**config.mk**
```make
export PLATFORM = sky130hd
export DESIGN_NAME = umb_usart_multinode
export DESIGN_NICKNAME = d
export VERILOG_FILES = /design/src/logic/umb_pkg.sv /design/src/logic/umb_baud_prescaler.sv /design/src/logic/umb_usart_multinode.sv
export SDC_FILE = /design/constraint.sdc
export NUM_CORES = 1
export LEC_CHECK = 0
export BUFFER_PORTS_ARGS = -buffer_cell sky130_fd_sc_hd__buf_2
export CAP_MARGIN = 5
export CORE_UTILIZATION = 50
export DETAILED_ROUTE_END_ITERATION = 10
export PLACE_DENSITY = 0.71
export SYNTH_ARGS = -nofsm -noshare
export SYNTH_HDL_FRONTEND = slang
export SYNTH_HIERARCHICAL = 1
export SYNTH_SLANG_ARGS = --single-unit
export TNS_END_PERCENT = 5
```
**constraint.sdc**
```tcl
create_clock -name SYS_CLK -period 2.4 [get_ports SYS_CLK]
set_input_delay 0.6 -clock SYS_CLK [delete_from_list [all_inputs] [get_ports SYS_CLK]]
set_output_delay 0.6 -clock SYS_CLK [all_outputs]
set_load 0.05 [all_outputs]
```
**src/logic/umb_pkg.sv**
```systemverilog
// Shared constants, register map and carrier types of the serial block.
package umb_pkg;

  // ****************************************************************
  // Bus shape and register offsets (byte addresses)
  // ****************************************************************
  localparam int ADDR_W = 5;
  localparam int DATA_W = 32;
  localparam int BE_W = 4;
  localparam logic [BE_W-1:0] BE_ALL = 4'hF;
  localparam logic [ADDR_W-1:0] OFS_DATA = 5'h00;
  localparam logic [ADDR_W-1:0] OFS_CSR = 5'h04;
  localparam logic [ADDR_W-1:0] OFS_SHARED = 5'h08;
  localparam logic [ADDR_W-1:0] OFS_DIV_LO = 5'h0C;
  localparam logic [ADDR_W-1:0] OFS_IRQ_STS = 5'h10;
  localparam logic [ADDR_W-1:0] OFS_IRQ_MSK = 5'h14;
  localparam logic [ADDR_W-1:0] OFS_FCTL = 5'h18;

  // ****************************************************************
  // Field layout
  // ****************************************************************
  localparam int CSR_FILTER = 0;
  localparam int CSR_TX_DONE = 6;
  localparam int CSR_RX_DONE = 7;
  localparam int SEL_BIT = 15;
  localparam int RSV_LSB = 12;
  localparam int RSV_W = 3;
  localparam int DIV_W = 12;
  localparam int DIVH_W = 4;
  localparam int DIVL_W = 8;
  localparam int DIVH_LSB = 8;
  localparam int FC_W = 8;
  localparam int FC_POL = 0;
  localparam int FC_SIZE_LSB = 1;
  localparam int FC_SIZE_W = 2;
  localparam int FC_STOP2 = 3;
  localparam int FC_NINE = 4;
  localparam int FC_SYNC = 6;
  localparam int IRQ_W = 3;
  localparam int IRQ_RX = 0;
  localparam int IRQ_TX = 1;
  localparam int IRQ_DROP = 2;
  localparam int RXD_W = 9;
  localparam int TXF_W = 12;

  // ****************************************************************
  // Reset values and timing counts
  // ****************************************************************
  localparam logic [DIVH_W-1:0] DIVH_RST = 4'h0;
  localparam logic [DIVL_W-1:0] DIVL_RST = 8'h00;
  localparam logic [FC_W-1:0] FC_RST = 8'h00;
  localparam logic TXD_IDLE = 1'b1;
  localparam logic WAIT_RST = 1'b1;
  localparam logic [3:0] OVS_MID = 4'h7;
  localparam logic [3:0] OVS_LAST = 4'hF;
  localparam logic [3:0] MIN_BITS = 4'h5;
  localparam logic [3:0] NINE_BITS = 4'h9;
  localparam logic [3:0] ONE_STOP = 4'h1;
  localparam logic [3:0] TWO_STOP = 4'h2;

  typedef enum logic [1:0] {
    RX_IDLE = 2'b00,
    RX_START = 2'b01,
    RX_DATA = 2'b10,
    RX_STOP = 2'b11
  } umb_rx_state_e;

  typedef enum logic {
    TX_IDLE = 1'b0,
    TX_RUN = 1'b1
  } umb_tx_state_e;

  typedef struct packed {
    logic read;
    logic write;
    logic [ADDR_W-1:0] address;
    logic [DATA_W-1:0] writedata;
    logic [BE_W-1:0] byteenable;
  } umb_avs_req_s;

  typedef struct packed {
    logic [DATA_W-1:0] readdata;
    logic waitrequest;
  } umb_avs_rsp_s;

endpackage

```
**src/logic/umb_baud_prescaler.sv**
```systemverilog
// Baud-rate prescaler: a reloadable down-counter that emits one tick.
`timescale 1ns/100ps
module umb_baud_prescaler #(
  parameter int DIV_W = 12
) (
  input wire logic sys_clk,
  input wire logic sys_rst,
  input wire logic load,
  input wire logic [DIV_W-1:0] divisor,
  output logic tick
);
  typedef struct packed {
    logic [DIV_W-1:0] cnt;
    logic tick;
  } umb_presc_s;

  umb_presc_s r, nx;

  // A tick is issued every divisor+1 clocks; a load restarts the period.
  always_comb begin
    nx = r;
    nx.tick = 1'b0;
    if (load) begin
      nx.cnt = divisor;
    end else if (r.cnt == '0) begin
      nx.cnt = divisor;
      nx.tick = 1'b1;
    end else begin
      nx.cnt = r.cnt - 1'b1;
    end
  end

  always_ff @(posedge sys_clk) begin
    if (sys_rst) begin
      r <= '0;
    end else begin
      r <= nx;
    end
  end

  assign tick = r.tick;
endmodule

```
**src/logic/umb_usart_multinode.sv**
```systemverilog
// Serial transceiver with multi-node address filter and baud registers.
//
// Local design decisions: register access over Avalon-MM and the register addresses.
`timescale 1ns/100ps

module umb_usart_multinode (
  input wire logic SYS_CLK,
  input wire logic SYS_RST,
  input wire umb_pkg::umb_avs_req_s AVS_REQ,
  output umb_pkg::umb_avs_rsp_s AVS_RSP,
  input wire logic RXD,
  input wire logic SYNC_CLOCK_PIN,
  output logic TXD,
  output logic IRQ
);
  import umb_pkg::*;

  typedef struct packed {
    umb_avs_rsp_s rsp;
    logic filter;
    logic rx_full;
    logic tx_done;
    logic [7:0] rx_data;
    logic rx_ninth;
    logic [DIVH_W-1:0] div_hi;
    logic [DIVL_W-1:0] div_lo;
    logic [FC_W-1:0] fctl;
    logic [IRQ_W-1:0] sts;
    logic [IRQ_W-1:0] msk;
    logic irq;
    logic sclk_prev;
    umb_rx_state_e rx_st;
    logic [3:0] rx_tcnt;
    logic [3:0] rx_bcnt;
    logic [RXD_W-1:0] rx_shift;
    umb_tx_state_e tx_st;
    logic [3:0] tx_tcnt;
    logic [3:0] tx_left;
    logic [TXF_W-1:0] tx_shift;
    logic txd;
  } umb_state_s;

  umb_state_s r, nx;

  // ****************************************************************
  // Bus decode and line-side helpers
  // ****************************************************************
  logic req;
  logic acc;
  logic wr_ok;
  logic rd_acc;
  logic [ADDR_W-1:0] adr;
  logic [DATA_W-1:0] wd;
  logic sync_m;
  logic nine;
  logic sclk_rise;
  logic sclk_fall;
  logic samp_edge;
  logic drv_edge;
  logic [3:0] nbits;
  logic tick;
  logic rx_step;
  logic tx_step;
  logic finish;
  logic marker;
  logic keep;
  logic rx_set;
  logic drop_set;
  logic tx_set;
  logic div_lo_wr;
  logic [DIV_W-1:0] presc_div;

  assign req = AVS_REQ.read | AVS_REQ.write;
  // A request is taken on the edge where waitrequest is seen low.
  assign acc = req & ~r.rsp.waitrequest;
  // Partial-lane writes are accepted but change nothing.
  assign wr_ok = acc & AVS_REQ.write & (AVS_REQ.byteenable == BE_ALL);
  assign rd_acc = acc & AVS_REQ.read;
  assign adr = AVS_REQ.address;
  assign wd = AVS_REQ.writedata;
  assign sync_m = r.fctl[FC_SYNC];
  assign nine = r.fctl[FC_NINE];
  assign sclk_rise = SYNC_CLOCK_PIN & ~r.sclk_prev;
  assign sclk_fall = ~SYNC_CLOCK_PIN & r.sclk_prev;
  assign samp_edge = r.fctl[FC_POL] ? sclk_rise : sclk_fall;
  assign drv_edge = r.fctl[FC_POL] ? sclk_fall : sclk_rise;
  assign nbits = nine ? NINE_BITS
                      : MIN_BITS + {2'b00, r.fctl[FC_SIZE_LSB+:FC_SIZE_W]};
  assign rx_step = sync_m ? samp_edge : (tick && r.rx_tcnt == OVS_MID);
  assign tx_step = sync_m ? drv_edge : (tick && r.tx_tcnt == OVS_LAST);
  assign finish = (r.rx_st == RX_STOP) && rx_step;
  assign marker = nine ? r.rx_shift[NINE_BITS-1] : RXD;
  assign keep = ~r.filter | marker;
  assign rx_set = finish & keep;
  assign drop_set = finish & ~keep;
  assign tx_set = (r.tx_st == TX_RUN) && tx_step && r.tx_left == 4'h1;
  assign div_lo_wr = wr_ok && adr == OFS_DIV_LO;
  // The fresh low byte goes straight into the reload, not a cycle late.
  assign presc_div = {r.div_hi, div_lo_wr ? wd[DIVL_W-1:0] : r.div_lo};

  umb_baud_prescaler #(
    .DIV_W(DIV_W)
  ) i_umb_baud_prescaler (
    .sys_clk(SYS_CLK),
    .sys_rst(SYS_RST),
    .load(div_lo_wr),
    .divisor(presc_div),
    .tick(tick)
  );

  // ****************************************************************
  // Next-state logic
  // ****************************************************************
  always_comb begin
    logic [DATA_W-1:0] rd_val;
    logic [TXF_W-1:0] frame;
    logic [3:0] total;
    rd_val = '0;
    frame = '1;
    total = 4'h1 + nbits + (r.fctl[FC_STOP2] ? TWO_STOP : ONE_STOP);
    nx = r;
    nx.sclk_prev = SYNC_CLOCK_PIN;

    case (adr)
      OFS_DATA: begin
        rd_val[RXD_W-1:0] = {r.rx_ninth, r.rx_data};
      end
      OFS_CSR: begin
        rd_val[CSR_FILTER] = r.filter;
        rd_val[CSR_TX_DONE] = r.tx_done;
        rd_val[CSR_RX_DONE] = r.rx_full;
      end
      OFS_SHARED: begin
        // Select and reserved bits stay zero on read-back.
        rd_val[DIVH_LSB+:DIVH_W] = r.div_hi;
      end
      OFS_DIV_LO: rd_val[DIVL_W-1:0] = r.div_lo;
      OFS_IRQ_STS: rd_val[IRQ_W-1:0] = r.sts;
      OFS_IRQ_MSK: rd_val[IRQ_W-1:0] = r.msk;
      OFS_FCTL: rd_val[FC_W-1:0] = r.fctl;
      default: rd_val = '0;
    endcase

    // One wait cycle, then a single cycle with waitrequest low.
    nx.rsp.waitrequest = ~(req & r.rsp.waitrequest);
    if (req && r.rsp.waitrequest) begin
      nx.rsp.readdata = rd_val;
    end

    if (rd_acc && adr == OFS_DATA) begin
      nx.rx_full = 1'b0;
    end

    if (wr_ok) begin
      case (adr)
        OFS_DATA: begin
          if (r.tx_st == TX_IDLE) begin
            frame[0] = 1'b0;
            for (int i = 0; i < RXD_W; i++) begin
              if (i < int'(nbits)) begin
                frame[i+1] = wd[i];
              end
            end
            nx.tx_shift = frame;
            nx.tx_left = total + 4'h1;
            nx.tx_tcnt = '0;
            nx.tx_st = TX_RUN;
          end
        end
        OFS_CSR: begin
          nx.filter = wd[CSR_FILTER];
          if (wd[CSR_TX_DONE]) begin
            nx.tx_done = 1'b0;
          end
        end
        OFS_SHARED: begin
          if (wd[SEL_BIT]) begin
            nx.fctl = wd[FC_W-1:0];
          end else begin
            nx.div_hi = wd[DIVH_LSB+:DIVH_W];
          end
        end
        OFS_DIV_LO: nx.div_lo = wd[DIVL_W-1:0];
        OFS_IRQ_STS: nx.sts = r.sts & ~wd[IRQ_W-1:0];
        OFS_IRQ_MSK: nx.msk = wd[IRQ_W-1:0];
        default: nx.msk = r.msk;
      endcase
    end

    // Receiver.
    if (r.rx_st != RX_IDLE && tick) begin
      nx.rx_tcnt = r.rx_tcnt + 4'h1;
    end
    case (r.rx_st)
      RX_IDLE: begin
        if (!sync_m && !RXD) begin
          nx.rx_st = RX_START;
          nx.rx_tcnt = '0;
        end else if (sync_m && samp_edge && !RXD) begin
          nx.rx_st = RX_DATA;
          nx.rx_bcnt = '0;
          nx.rx_shift = '0;
        end
      end
      RX_START: begin
        if (rx_step) begin
          nx.rx_st = RXD ? RX_IDLE : RX_DATA;
          nx.rx_bcnt = '0;
          nx.rx_shift = '0;
        end
      end
      RX_DATA: begin
        if (rx_step) begin
          nx.rx_shift[r.rx_bcnt] = RXD;
          nx.rx_bcnt = r.rx_bcnt + 4'h1;
          if (r.rx_bcnt == nbits - 4'h1) begin
            nx.rx_st = RX_STOP;
          end
        end
      end
      RX_STOP: begin
        if (rx_step) begin
          nx.rx_st = RX_IDLE;
          if (keep) begin
            nx.rx_data = r.rx_shift[7:0];
            nx.rx_ninth = nine & r.rx_shift[NINE_BITS-1];
          end
        end
      end
      default: nx.rx_st = RX_IDLE;
    endcase

    // Transmitter: the line changes only on a step.
    if (r.tx_st == TX_RUN && tick) begin
      nx.tx_tcnt = r.tx_tcnt + 4'h1;
    end
    case (r.tx_st)
      TX_IDLE: nx.txd = TXD_IDLE;
      TX_RUN: begin
        if (tx_step) begin
          nx.txd = r.tx_shift[0];
          nx.tx_shift = {1'b1, r.tx_shift[TXF_W-1:1]};
          nx.tx_left = r.tx_left - 4'h1;
          if (r.tx_left == 4'h1) begin
            nx.tx_st = TX_IDLE;
          end
        end
      end
      default: nx.tx_st = TX_IDLE;
    endcase

    // Hardware sets win over a clear in the same cycle.
    if (rx_set) begin
      nx.rx_full = 1'b1;
    end
    if (tx_set) begin
      nx.tx_done = 1'b1;
    end
    nx.sts = nx.sts | {drop_set, tx_set, rx_set};
    nx.irq = |(nx.sts & nx.msk);
  end

  always_ff @(posedge SYS_CLK) begin
    if (SYS_RST) begin
      r <= '0;
      r.rsp.waitrequest <= WAIT_RST;
      r.txd <= TXD_IDLE;
      r.div_hi <= DIVH_RST;
      r.div_lo <= DIVL_RST;
      r.fctl <= FC_RST;
    end else begin
      r <= nx;
    end
  end

  assign AVS_RSP = r.rsp;
  assign TXD = r.txd;
  assign IRQ = r.irq;
endmodule

```
Word-level counts from Yosys, hierarchy flattened
Cells that the tools add are included.

Add/sub/neg operators: 10. Mux-type cells: 64. Bitwise gates (word level): 24. $mul: 0. Shift-type cells: 0. Equality and inequality tests: 23. Div/mod/pow operators: 0. $lt $le $gt $ge: 11. Reductions and logical operators: 38.

Operators with widths (count): 13-bit 2-to-1 mux (4); 21-bit 2-to-1 mux (2); 13-bit one-hot mux with 3 select lines (1); 1-bit 2-to-1 mux (25); 12-bit 2-to-1 mux (2); 20-bit 2-to-1 mux (1); 4-bit 2-to-1 mux (5); 17-bit 2-to-1 mux (1); 4-bit by 1-bit adder with 4-bit output, second input constant (4); 3-bit by 4-bit less-than comparator with 1-bit output, first input constant (4); 16-bit 2-to-1 mux (1); 2-bit 2-to-1 mux (8); 2-bit one-hot mux with 4 select lines (2); 5-bit == test, second input constant (3); 3-bit AND reduction (5); 1-bit logical AND (14); 2-bit nonzero test (7); 12-bit logical NOT (1); 2-bit != test, second input constant (6); 12-bit by 1-bit subtractor with 12-bit output, second input constant (1); 1-bit bitwise AND (10); 5-bit by 4-bit == test with 1-bit output, second input constant (2); 2-bit one-hot mux with 5 select lines (1); 5-bit AND reduction (2); other kinds (38) (58).

Input bits: 47. Output and inout port bits: 35. Bits in latches: 0. Memories: 0. Memory bits (read-only): 0. Word-level logic and storage cells: 195. Register bits: 107. Memory bits (writable): 0.

Longest topological paths before layout
Gate-level depths: netlist (run 1).

Depth in word-level cells: 11. Gate-level depth with buffers: 9. Gate-level depth less buffers: 9.

By module
The synthesis (run 1) kept the hierarchy.

Modules (own cells, without submodules): umb_usart_multinode (sequential area each 1881.8 um^2, area an instance 4959.8 um^2, times used 1, cells each 566); umb_baud_prescaler (sequential area each 260.2 um^2, area an instance 767.0 um^2, times used 1, cells each 80).

Worst setup path after synthesis (run 1)
No wires, ideal clock.

Path kind: register -> register. From: reg r[50] (netlist name). To: reg r[16] (netlist name). Path buffers: 0. Setup slack: 0.153 ns. Data arrival time: 2.189 ns. Period minus slack after synthesis: 2.247 ns. Data required time: 2.342 ns. Stages on the path, launching flop included: 10. Setup time: 0.058 ns. Cell sequence: dfxtp_1 > ha_1 > nand2b_1 > ha_1 > inv_1 > ha_1 > fa_1 > xor2_1 > a221oi_1 > o21a_1.

Word-level cells in the longest chain between the ends: 10.

RTL lines: start, declared (line umb_usart_multinode.sv:43) `umb_state_s r, nx;`; start signal, assigned (line umb_usart_multinode.sv:272) `r <= nx;`; 3-bit by 2-bit adder with 4-bit output (*) (line umb_usart_multinode.sv:88) `: MIN_BITS + {2'b00, r.fctl[FC_SIZE_LSB+:FC_SIZE_W]};`; 4-bit 2-to-1 mux (*) (line umb_usart_multinode.sv:87) `assign nbits = nine ? NINE_BITS`; 1-bit by 4-bit adder with 4-bit output (*) (line umb_usart_multinode.sv:120) `total = 4'h1 + nbits + (r.fctl[FC_STOP2] ? TWO_STOP : ONE_STOP);`; 4-bit by 2-bit adder with 4-bit output (*) (line umb_usart_multinode.sv:120); 4-bit by 1-bit adder with 4-bit output (*) (line umb_usart_multinode.sv:165) `nx.tx_left = total + 4'h1;`; 20-bit 2-to-1 mux (*) (line umb_usart_multinode.sv:157) `if (r.tx_st == TX_IDLE) begin`; 21-bit 2-to-1 mux (*) (line umb_usart_multinode.sv:155) `case (adr)`; 21-bit 2-to-1 mux (*) (line umb_usart_multinode.sv:154) `if (wr_ok) begin`; 17-bit 2-to-1 mux (line umb_usart_multinode.sv:240) `if (tx_step) begin`; 16-bit 2-to-1 mux (*) (line umb_usart_multinode.sv:237) `case (r.tx_st)`.

Every way passes the cells marked *; elsewhere a longest branch is shown, timed or not. The select of a mux whose other input is x is not followed. A chain may end at the register's enable or synchronous reset.

Worst setup path in the final report (run 1)
From: reg r[51] (netlist name). To: reg r[16] (netlist name).

The elaborated chain is that of the path after synthesis.

==> summary.txt, run 1 <==
Outcome
  • Outcome: finished clean

Finish
  • Fill cells: ~1000
  • Core Util, Final: between 50% and 60%
  • Fin nets: between 700 and 800
  • ANT cells: 0
  • Multi-input logic area: ~0.0032 sq mm
  • Final Instance Area: about 0.0063 sq mm
  • FF+latch area: 0.00214 sq mm
  • Cell Count, Final, Fillers Out: 832
  • Synthesis-to-finish area growth: 10.9%
  • Ratio of cells with drive above 1 in the final layout: around a fifth

Pwr
  • VDD IR-drop max: about 0.52 mV
  • Power per Cell Area: ~700 mW/mm^2
  • Lkg Pwr: 2.48 nW

Detailed routing
  • Pre-Repair DR Iteration Count: 5
  • Via density: around 6
  • Initial DRC count: around 420
  • Wirelength per Cell: 17.1 um
  • Antenna-violating nets left: 0
  • DRC Markers: 0
  • Via count: 4885
  • Total Wirelength: 14200 um

GRT
  • Total grt overflow: 0
  • Largest net degree at the start of global routing: 65
  • Vias in the first global route: 4541
  • Global-route wire length before repair: between 20000 and 25000 um
  • Initial antenna violation count: 0
  • GRT Total Usage: 25.1%

Timing
  • Max-slew headroom: 32.7%
  • Final TNS setup: 0 ns
  • Max Clock Skew: about 0.0086 ns
  • Pins Over Slew Limit: 0
  • Fmax: between 0.4 and 0.5 GHz
  • Worst-Margin Slew: between 1 and 1.5 ns
  • Tmin final: roughly 2.3 ns
  • Fin crit share: between 90 and 100%
  • Final setup viols: 0
  • RSZ-0062 raised after global routing: no
  • Fin. Hold Viols: 0
  • Worst hold margin: ~0.45 ns

Synthesis
  • Post-synth top area share: between 30% and 40%
  • Synth top cells by count: 107 x dfxtp_1, 69 x nor2_1, 50 x nand2_1
  • Post-synthesis sequential area ratio: between 30% and 40%
  • Syn_area_per_cell: a little under 9 sq um
  • Syn Inst Count: approximately 650
  • Synthesized area: approximately 0.0057 sq mm
  • Synth top area cells: dfxtp_1 37%, mux2i_1 4.9%, buf_4 4.7%
  • Register bit total from synthesis: about 110
  • Yosys warns: 6
  • Post-synth EDFFs: 0
  • Synth unique cells: 75
  • Asr flop ratio synth: 0%
  • Count leader, synth: dfxtp_1
  • Ys flop type: dfxtp_1
  • Largest area contributor in the netlist: dfxtp_1

Clock network
  • Clock sinks: 107
  • Root Buffer: clkbuf_16
  • Clk Latency, worst-skew pair: approximately 0.36 ns
  • Clock slew at reported path FFs: approximately 0.070 ns
  • CTS H-Tree Depth: 3
  • CTS Buf Count: 9
  • CTS tree: done
  • Clk buf depth: 2
  • Cts hold-fix bufs: 0

Worst setup path
  • RR Startpoint: r[51]$_SDFFE_PP0P_
  • Kind of end point of the critical path: flip-flop
  • CP Class: flip-flop to flip-flop
  • Crit path DAT: 2.58 ns
  • CP Launch Type: flip-flop
  • Crit path launch: r[51]$_SDFFE_PP0P_
  • R2R Setup Slk: about 0.12 ns
  • CP max FO: 3
  • CP required: ~2.7 ns

Floorplanning
  • Area of the core: around 0.011 sq mm
  • Starting density of the core: roughly 52%
  • DIE HEIGHT: roughly 110 um
  • Die X: 109 um
  • Std-Cell Rows: 38
  • I/O pins: slightly above 80
  • Die ar.: approximately 0.012 sq mm

Placed design
  • Placer's final routability congestion estimate: about 0.9
  • I/O Buffers: 42
  • Area post-placement: 0.00605 sq mm
  • Dpl hpwl: 10300 um
  • Placed Instances: ~820

Worst hold path
  • Hold Path Origin: AVS_RSP[12]$_SDFFE_PP0P_
  • Worst min-delay path class: flip-flop to flip-flop

Run
  • Max cap viols: 0
-- flip-flops by register name, summed over array words and instances (netlist names) --
name,cells
nine,1
IRQ,1
i_umb_baud_prescaler/r,12
presc_div,4
AVS_RSP,13
TXD,1
i_umb_baud_prescaler/tick,1
r,74
-- where the power goes --
part / internal, mW / switching (mW) / leakage (nW)
combinational: 0.366 / 0.521 / 1.47
clock: 0.744 / 0.706 / 0.143
sequential: 1.86 / 0.123 / 0.866
total: 2.97 / 1.35 / 2.48
-- layout make-up --
cell class | count | share of cell area, %
clock buffer | 10 | 3.76
sequential | 107 | 33.7
inverter | 21 | 1.24
tap | 140 | 2.76
clock inverter | 6 | 0.769
timing repair buffer | 79 | 7.88
multi-input combinational | 469 | 49.8
-- cell families (layout without fill, tap and decap cells) --
logic type               count (synthesis)  in the layout  share of synthesized area (%)
flip-flops                             107            107                           37.4
XOR/XNOR                                14             14                           2.14
multiplexers                            37             37                           6.66
adder cells (fa/ha/maj)                 19             19                           4.28
AND/OR/NAND/NOR                        228            228                           21.5
AO/OA/AOI/OAI                          151            151                           19.2
buffers and inverters                   89            116                           8.78
other                                    1             20                         0.0655
-- timing repair --
action                                  4_1_cts  5_1_grt
endpoints found under the setup margin        0        4
buffers inserted                              0        0
resized for setup                             0        2
-- per-stage QoR --
step	worst slack, ns	power, mW
finish	0.124	4.32
global route	0.00644	4.50
CTS	0.0719	4.34
detailed placement	-0.0647	2.89
global placement	-0.0159	2.86
floorplan	0.153	2.75
-- placed cells by master (no fill, tap or decap), drive strengths merged, types with 5 or more instances in the layout --
master	Yosys	routed
dfxtp	107	107
buf	49	79
nor2	69	69
nand2	50	50
nand3	32	32
a21oi	31	31
mux2i	28	28
inv	21	23
a211oi	23	23
o21ai	22	22
conb	1	20
ha	18	18
nor3	18	18
and2	11	11
a22oi	11	11
o31ai	10	10
clkbuf	19	10
mux2	9	9
a31oi	9	9
xnor2	8	8
or2	8	8
or3	7	7
a311oi	6	6
a21o	6	6
xor2	6	6
a221oi	6	6
nor3b	6	6
o21a	5	5
nand2b	5	5
nor4	5	5
-- worst paths after layout --
check / endpoint / depth (start not counted)
setup / recovery: r[16]$_SDFF_PP0_ / 9
hold / removal: AVS_RSP[12]$_SDFFE_PP0P_ / 2
setup reg to reg: r[16]$_SDFF_PP0_ / 9
hold reg to reg: AVS_RSP[12]$_SDFFE_PP0P_ / 2
-- worst max-delay path, stage by stage (launching register included) --
cell,delay [ns]
dfxtp_1,0.34
ha_1,0.31
nand2b_1,0.09
ha_1,0.28
inv_1,0.04
ha_1,0.20
fa_1,0.38
xor2_1,0.19
a221oi_2,0.27
o21a_1,0.14
-- layer usage --
layer  track usage [%]  share of wire, %  routed length, um
met2              41.8                48               6830
met3              5.62               5.2                737
met5                 0                 0                  0
met1              31.5                44               6290
met4              9.85               2.4                345
Power figures use the tool's default switching activity.
==> run 2, diff against run 1 <==
clock period = 2.1 ns   (was 2.4 ns; I/O delays follow)
==> summary.txt, run 2 (same netlist as run 1, synthesis figures left out) <==
Run
  • Max cap viols: 0

Clock network
  • CTS tree: done
  • Clock slew at reported path FFs: 0.07 ns
  • Clk buf depth: 2
  • CTS H-Tree Depth: 3
  • Root Buffer: clkbuf_16
  • Cts hold-fix bufs: 0
  • CTS Buf Count: 9
  • Clk Latency, worst-skew pair: 0.36 ns
  • Post-CTS setup repair buffer count: 0
  • Clock sinks: 107

GRT
  • Initial antenna violation count: 0
  • GRT Total Usage: between 20% and 30%
  • Total grt overflow: 0
  • Vias in the first global route: approximately 5k
  • Largest net degree at the start of global routing: 57
  • Global-route wire length before repair: ~24000 um

Floorplanning
  • Die ar.: 0.0119 sq mm
  • Std-Cell Rows: 38
  • Starting density of the core: between 50% and 60%
  • Area of the core: ~0.011 sq mm
  • I/O pins: 82
  • DIE HEIGHT: 109 um
  • Die X: between 100 and 150 um

Placed design
  • Placed Instances: around 840
  • Dpl hpwl: 10700 um
  • I/O Buffers: 42
  • Placer's final routability congestion estimate: around 0.89

Worst setup path
  • CP Launch Type: flip-flop
  • CP Depth: 9
  • CP required: 2.41 ns
  • CP max FO: 2
  • CP top delay family: adder cells
  • Kind of end point of the critical path: flip-flop
  • CP cell instances: ha_4 -> nand2b_4 -> ha_4 -> inv_2 -> ha_4 -> fa_2 -> xor2_1 -> a221oi_2 -> o21a_1
  • Most used cell, CP: ha_4
  • CP Class: flip-flop to flip-flop
  • WP buf/inv: 1
  • CP max-delay cell: dfxtp_2
  • R2R cell count: 9
  • Worst path max stage delay: about 0.34 ns
  • Crit path DAT: 2.36 ns

Timing
  • Pins Over Slew Limit: 0
  • Tmin final: 2.05 ns
  • Final setup viols: 0
  • RSZ-0062 raised after global routing: yes
  • Max Clock Skew: roughly 0.0088 ns
  • Worst hold margin: just over 0.4 ns
  • Max-slew headroom: 60.9%
  • Fin. Hold Viols: 0
  • Fin crit share: between 90% and 100%
  • Fmax: just under 0.5 GHz
  • Worst-Margin Slew: around 0.6 ns

Pwr
  • Lkg Pwr: approximately 2.6 nW
  • Power per Cell Area: between 700 and 800 mW/mm^2
  • VDD IR-drop max: 0.862 mV

Finish
  • Fill cells: 961
  • Most common cell after layout, fill and taps aside: dfxtp_1
  • ANT cells: 0
  • Fin nets: approximately 780
  • Synthesis-to-finish area growth: 16.4%
  • Max reg flops: 74
  • Ratio of cells with drive above 1 in the final layout: 25.2%
  • Most flops, register: r
  • Most frequent cells in the layout: 105 x dfxtp_1, 69 x nor2_1, 60 x buf_4
  • Cell Count, Final, Fillers Out: 858

Worst hold path
  • Worst min-delay path class: primary input to flip-flop
  • Min-Delay Path Depth: 3

Detailed routing
  • Via count: 4984
  • Antenna-violating nets left: 0
  • Via density: just under 6
  • Pre-Repair DR Iteration Count: 5
  • DRC Markers: 0
  • Wirelength per Cell: 17.1 um
  • Total Wirelength: ~15000 um
  • Initial DRC count: 363

Outcome
  • Outcome: finished clean
## run 2: final timing paths
| path | startpoint | end | slack [ns] |
|---|---|---|---|
| hold reg to reg | AVS_RSP[10]$_SDFFE_PP0P_ | AVS_RSP[10]$_SDFFE_PP0P_ | 0.46 |
| hold / removal | AVS_REQ[14] | presc_div[10]$_SDFFE_PP0P_ | 0.40 |
| setup / recovery | r[51]$_SDFFE_PP0P_ | r[16]$_SDFF_PP0_ | 0.05 |
| setup reg to reg | r[51]$_SDFFE_PP0P_ | r[16]$_SDFF_PP0_ | 0.05 |
## run 2: final cells by class
type	count	area [sq um]	share of cell area, %
Clock buffer	11	243	3.64
Clock inverter	5	60.1	0.901
Inverter	21	78.8	1.18
Multi-Input combinational cell	469	3250	48.7
Sequential cell	107	2140	32.2
Tap cell	140	175	2.63
Timing Repair Buffer	105	721	10.8
## run 2: stage by stage
step                setup TNS [ns]  setup WS [ns]  instance area (sq um)  util [%]  total power, mW
global route               -0.0744        -0.0533                   6670      60.7             5.30
finish                           0         0.0497                   6670      60.7             5.10
CTS                              0        0.00406                   6630      60.4             5.11
floorplan                 -0.00340       -0.00340                   5830         -             3.14
detailed placement           -7.59         -0.303                   6300      57.3             3.35
global placement             -6.92         -0.295                   6300      57.3             3.30
## run 2: layer usage
layer,share of wire (%),up-vias,global-route usage (%)
li1,-,2394,-
met3,5.5,22,6.52
met5,0,-,0
met4,1.9,0,8.98
met2,48,157,43.9
met1,45,2411,33.1
## run 2: timing repair
action / in CTS / in global routing
setup endpoints to repair: 3 / 23
cloned: 0 / 0
gates resized for setup: 5 / 7
pin swaps: 5 / 3
hold endpoints to repair: 0 / 0
## run 2: where the power goes
part,switching (mW),total [mW],internal (mW),leakage (nW)
clock network,0.798,1.76,0.965,0.147
logic,0.629,1.08,0.449,1.61
registers,0.125,2.25,2.13,0.867
## run 2: worst register-to-register path, delay by kind of cell (launching register included)
family	cells	cell delay, ns
XOR/XNOR	1	0.16
flip-flops	1	0.34
AND/OR/NAND/NOR	1	0.07
adder cells (fa/ha/maj)	4	1.01
AO/OA/AOI/OAI	2	0.38
buffers and inverters	1	0.04
==> run 3, diff against run 2 <==
CORE_UTILIZATION = 58   (was 50)
PLACE_DENSITY = 0.81   (was 0.71)
==> summary.txt, run 3 (same netlist as run 1, synthesis figures left out) <==
Worst setup path
  • CP required: roughly 2.4 ns
  • Crit path DAT: about 2.4 ns
  • WP buf/inv: 1
  • CP Class: flip-flop to flip-flop
  • Kind of end point of the critical path: flip-flop
  • CP cell instances: ha_4 -> nand2b_4 -> ha_4 -> inv_2 -> ha_4 -> fa_2 -> xor2_1 -> a221oi_1 -> o21a_1
  • CP Launch Type: flip-flop
  • CP max FO: 2
  • Most used cell, CP: ha_4
  • CP Depth: 9
  • CP top delay family: adder cells
  • R2R Setup Slk: ~0.026 ns
  • R2R cell count: 9
  • Worst path max stage delay: roughly 0.35 ns
  • CP max-delay cell: dfxtp_2

Pwr
  • Power per Cell Area: around 720 mW/mm^2
  • Lkg Pwr: ~2.6 nW
  • VDD IR-drop max: just under 0.7 mV

Placed design
  • Placed Instances: slightly above 800
  • I/O Buffers: between 40 and 50
  • Dpl hpwl: 10500 um
  • Placer's final routability congestion estimate: a little over 0.9

Floorplanning
  • DIE HEIGHT: 101 um
  • I/O pins: 82
  • Die X: around 100 um
  • Area of the core: about 0.0094 sq mm
  • Die ar.: 0.0103 sq mm
  • Starting density of the core: just over 60%
  • Std-Cell Rows: 35

Detailed routing
  • Wirelength per Cell: between 15 and 20 um
  • DRC Markers: 0
  • Antenna-violating nets left: 0
  • Initial DRC count: 356
  • Via count: ~5.0k
  • Pre-Repair DR Iteration Count: 5
  • Via density: approximately 5.9
  • Total Wirelength: ~14000 um

Timing
  • RSZ-0062 raised after global routing: yes
  • Final setup viols: 0
  • Fin crit share: between 90% and 100%
  • Fin. Hold Viols: 0
  • Max-slew headroom: between 50% and 60%
  • Pins Over Slew Limit: 0
  • Final TNS setup: 0 ns
  • Max Clock Skew: 0.0225 ns
  • Tmin final: between 2 and 2.5 ns
  • Worst-Margin Slew: about 0.62 ns
  • Fmax: ~0.48 GHz

Finish
  • Ratio of cells with drive above 1 in the final layout: approximately a quarter
  • ANT cells: 0
  • Most frequent cells in the layout: 105 x dfxtp_1, 69 x nor2_1, 60 x buf_4
  • Fin nets: between 700 and 800
  • Most flops, register: r
  • Most common cell after layout, fill and taps aside: dfxtp_1
  • Fill cells: 730
  • Max reg flops: between 70 and 80
  • Synthesis-to-finish area growth: 13.8%
  • Cell Count, Final, Fillers Out: around 850

GRT
  • Largest net degree at the start of global routing: 86
  • Vias in the first global route: ~4.8k
  • GRT Total Usage: 29.6%
  • Total grt overflow: 0
  • Initial antenna violation count: 0
  • Global-route wire length before repair: about 23000 um

Clock network
  • Clk buf depth: 2
  • CTS tree: done
  • CTS H-Tree Depth: 3
  • Clock sinks: between 100 and 150
  • Cts hold-fix bufs: 0
  • Clock slew at reported path FFs: approximately 0.11 ns
  • Root Buffer: clkbuf_8
  • Clk Latency, worst-skew pair: 0.40 ns
  • CTS Buf Count: 9

Outcome
  • Outcome: finished clean

Worst hold path
  • Min-Delay Path Depth: 3
  • Worst min-delay path class: primary input to flip-flop

Run
  • Max cap viols: 0
[run 3: changes by cell type in the layout (fill, tap and decap cells not counted), sizes merged]
cell    before  now
clkbuf      11    9
clkinv       1    2
inv         23   24
[run 3: worst paths after layout]
path / end / start
max: r[16]$_SDFF_PP0_ / r[51]$_SDFFE_PP0P_
min: presc_div[11]$_SDFFE_PP0P_ / AVS_REQ[15]
max reg2reg: r[16]$_SDFF_PP0_ / r[51]$_SDFFE_PP0P_
min reg2reg: r[1]$_SDFF_PP0_ / r[2]$_SDFF_PP0_
[run 3: timing repair]
item                                    CTS  global route
setup buffers                             0             0
endpoints found under the setup margin    2            13
resized for setup                         5             4
gates cloned                              0             1
pin swaps                                 5             4
[run 3: worst min-delay path, stage by stage]
cell	delay, ns
buf_2	0.08
mux2i_1	0.05
nor2_1	0.07
[run 3: report_power, final]
part | leakage [nW] | switching, mW | internal [mW]
clock | 0.102 | 0.773 | 0.572
combinational | 1.60 | 0.626 | 0.446
sequential | 0.867 | 0.125 | 2.13
[run 3: routing by layer]
metal  GRT usage [%]  routed length, um  vias up  part of all wire, %
li1                -                  -     2408                    -
met1            37.7               6160     2398                   43
met2            49.9               6840      198                   48
met3            6.69               1060       34                  7.3
met4            9.48                321        0                  2.2
met5               0                  0        -                    0
[run 3: cell type report]
class	count	area [sq um]	area share [%]
sequential	107	2140	32.9
tap	129	161	2.48
clock buffer	9	124	1.90
clock inverter	7	83.8	1.29
inverter	21	78.8	1.21
multi-input combinational	469	3220	49.4
timing repair buffer	105	706	10.8
[run 3: stage by stage]
step	total power [mW]	worst slack [ns]	hold slack [ns]	instance area (sq um)	util (%)
6_report	4.67	0.0257	0.372	6520	69.2
5_1_grt	4.87	-0.0335	0.385	6520	69.2
4_1_cts	4.67	0.00101	0.361	6500	69.1
3_5_place_dp	3.33	-0.230	0.450	6260	66.5
3_3_place_gp	3.29	-0.191	0.438	6260	66.5
2_1_floorplan	3.14	-0.00340	0.432	5830	-
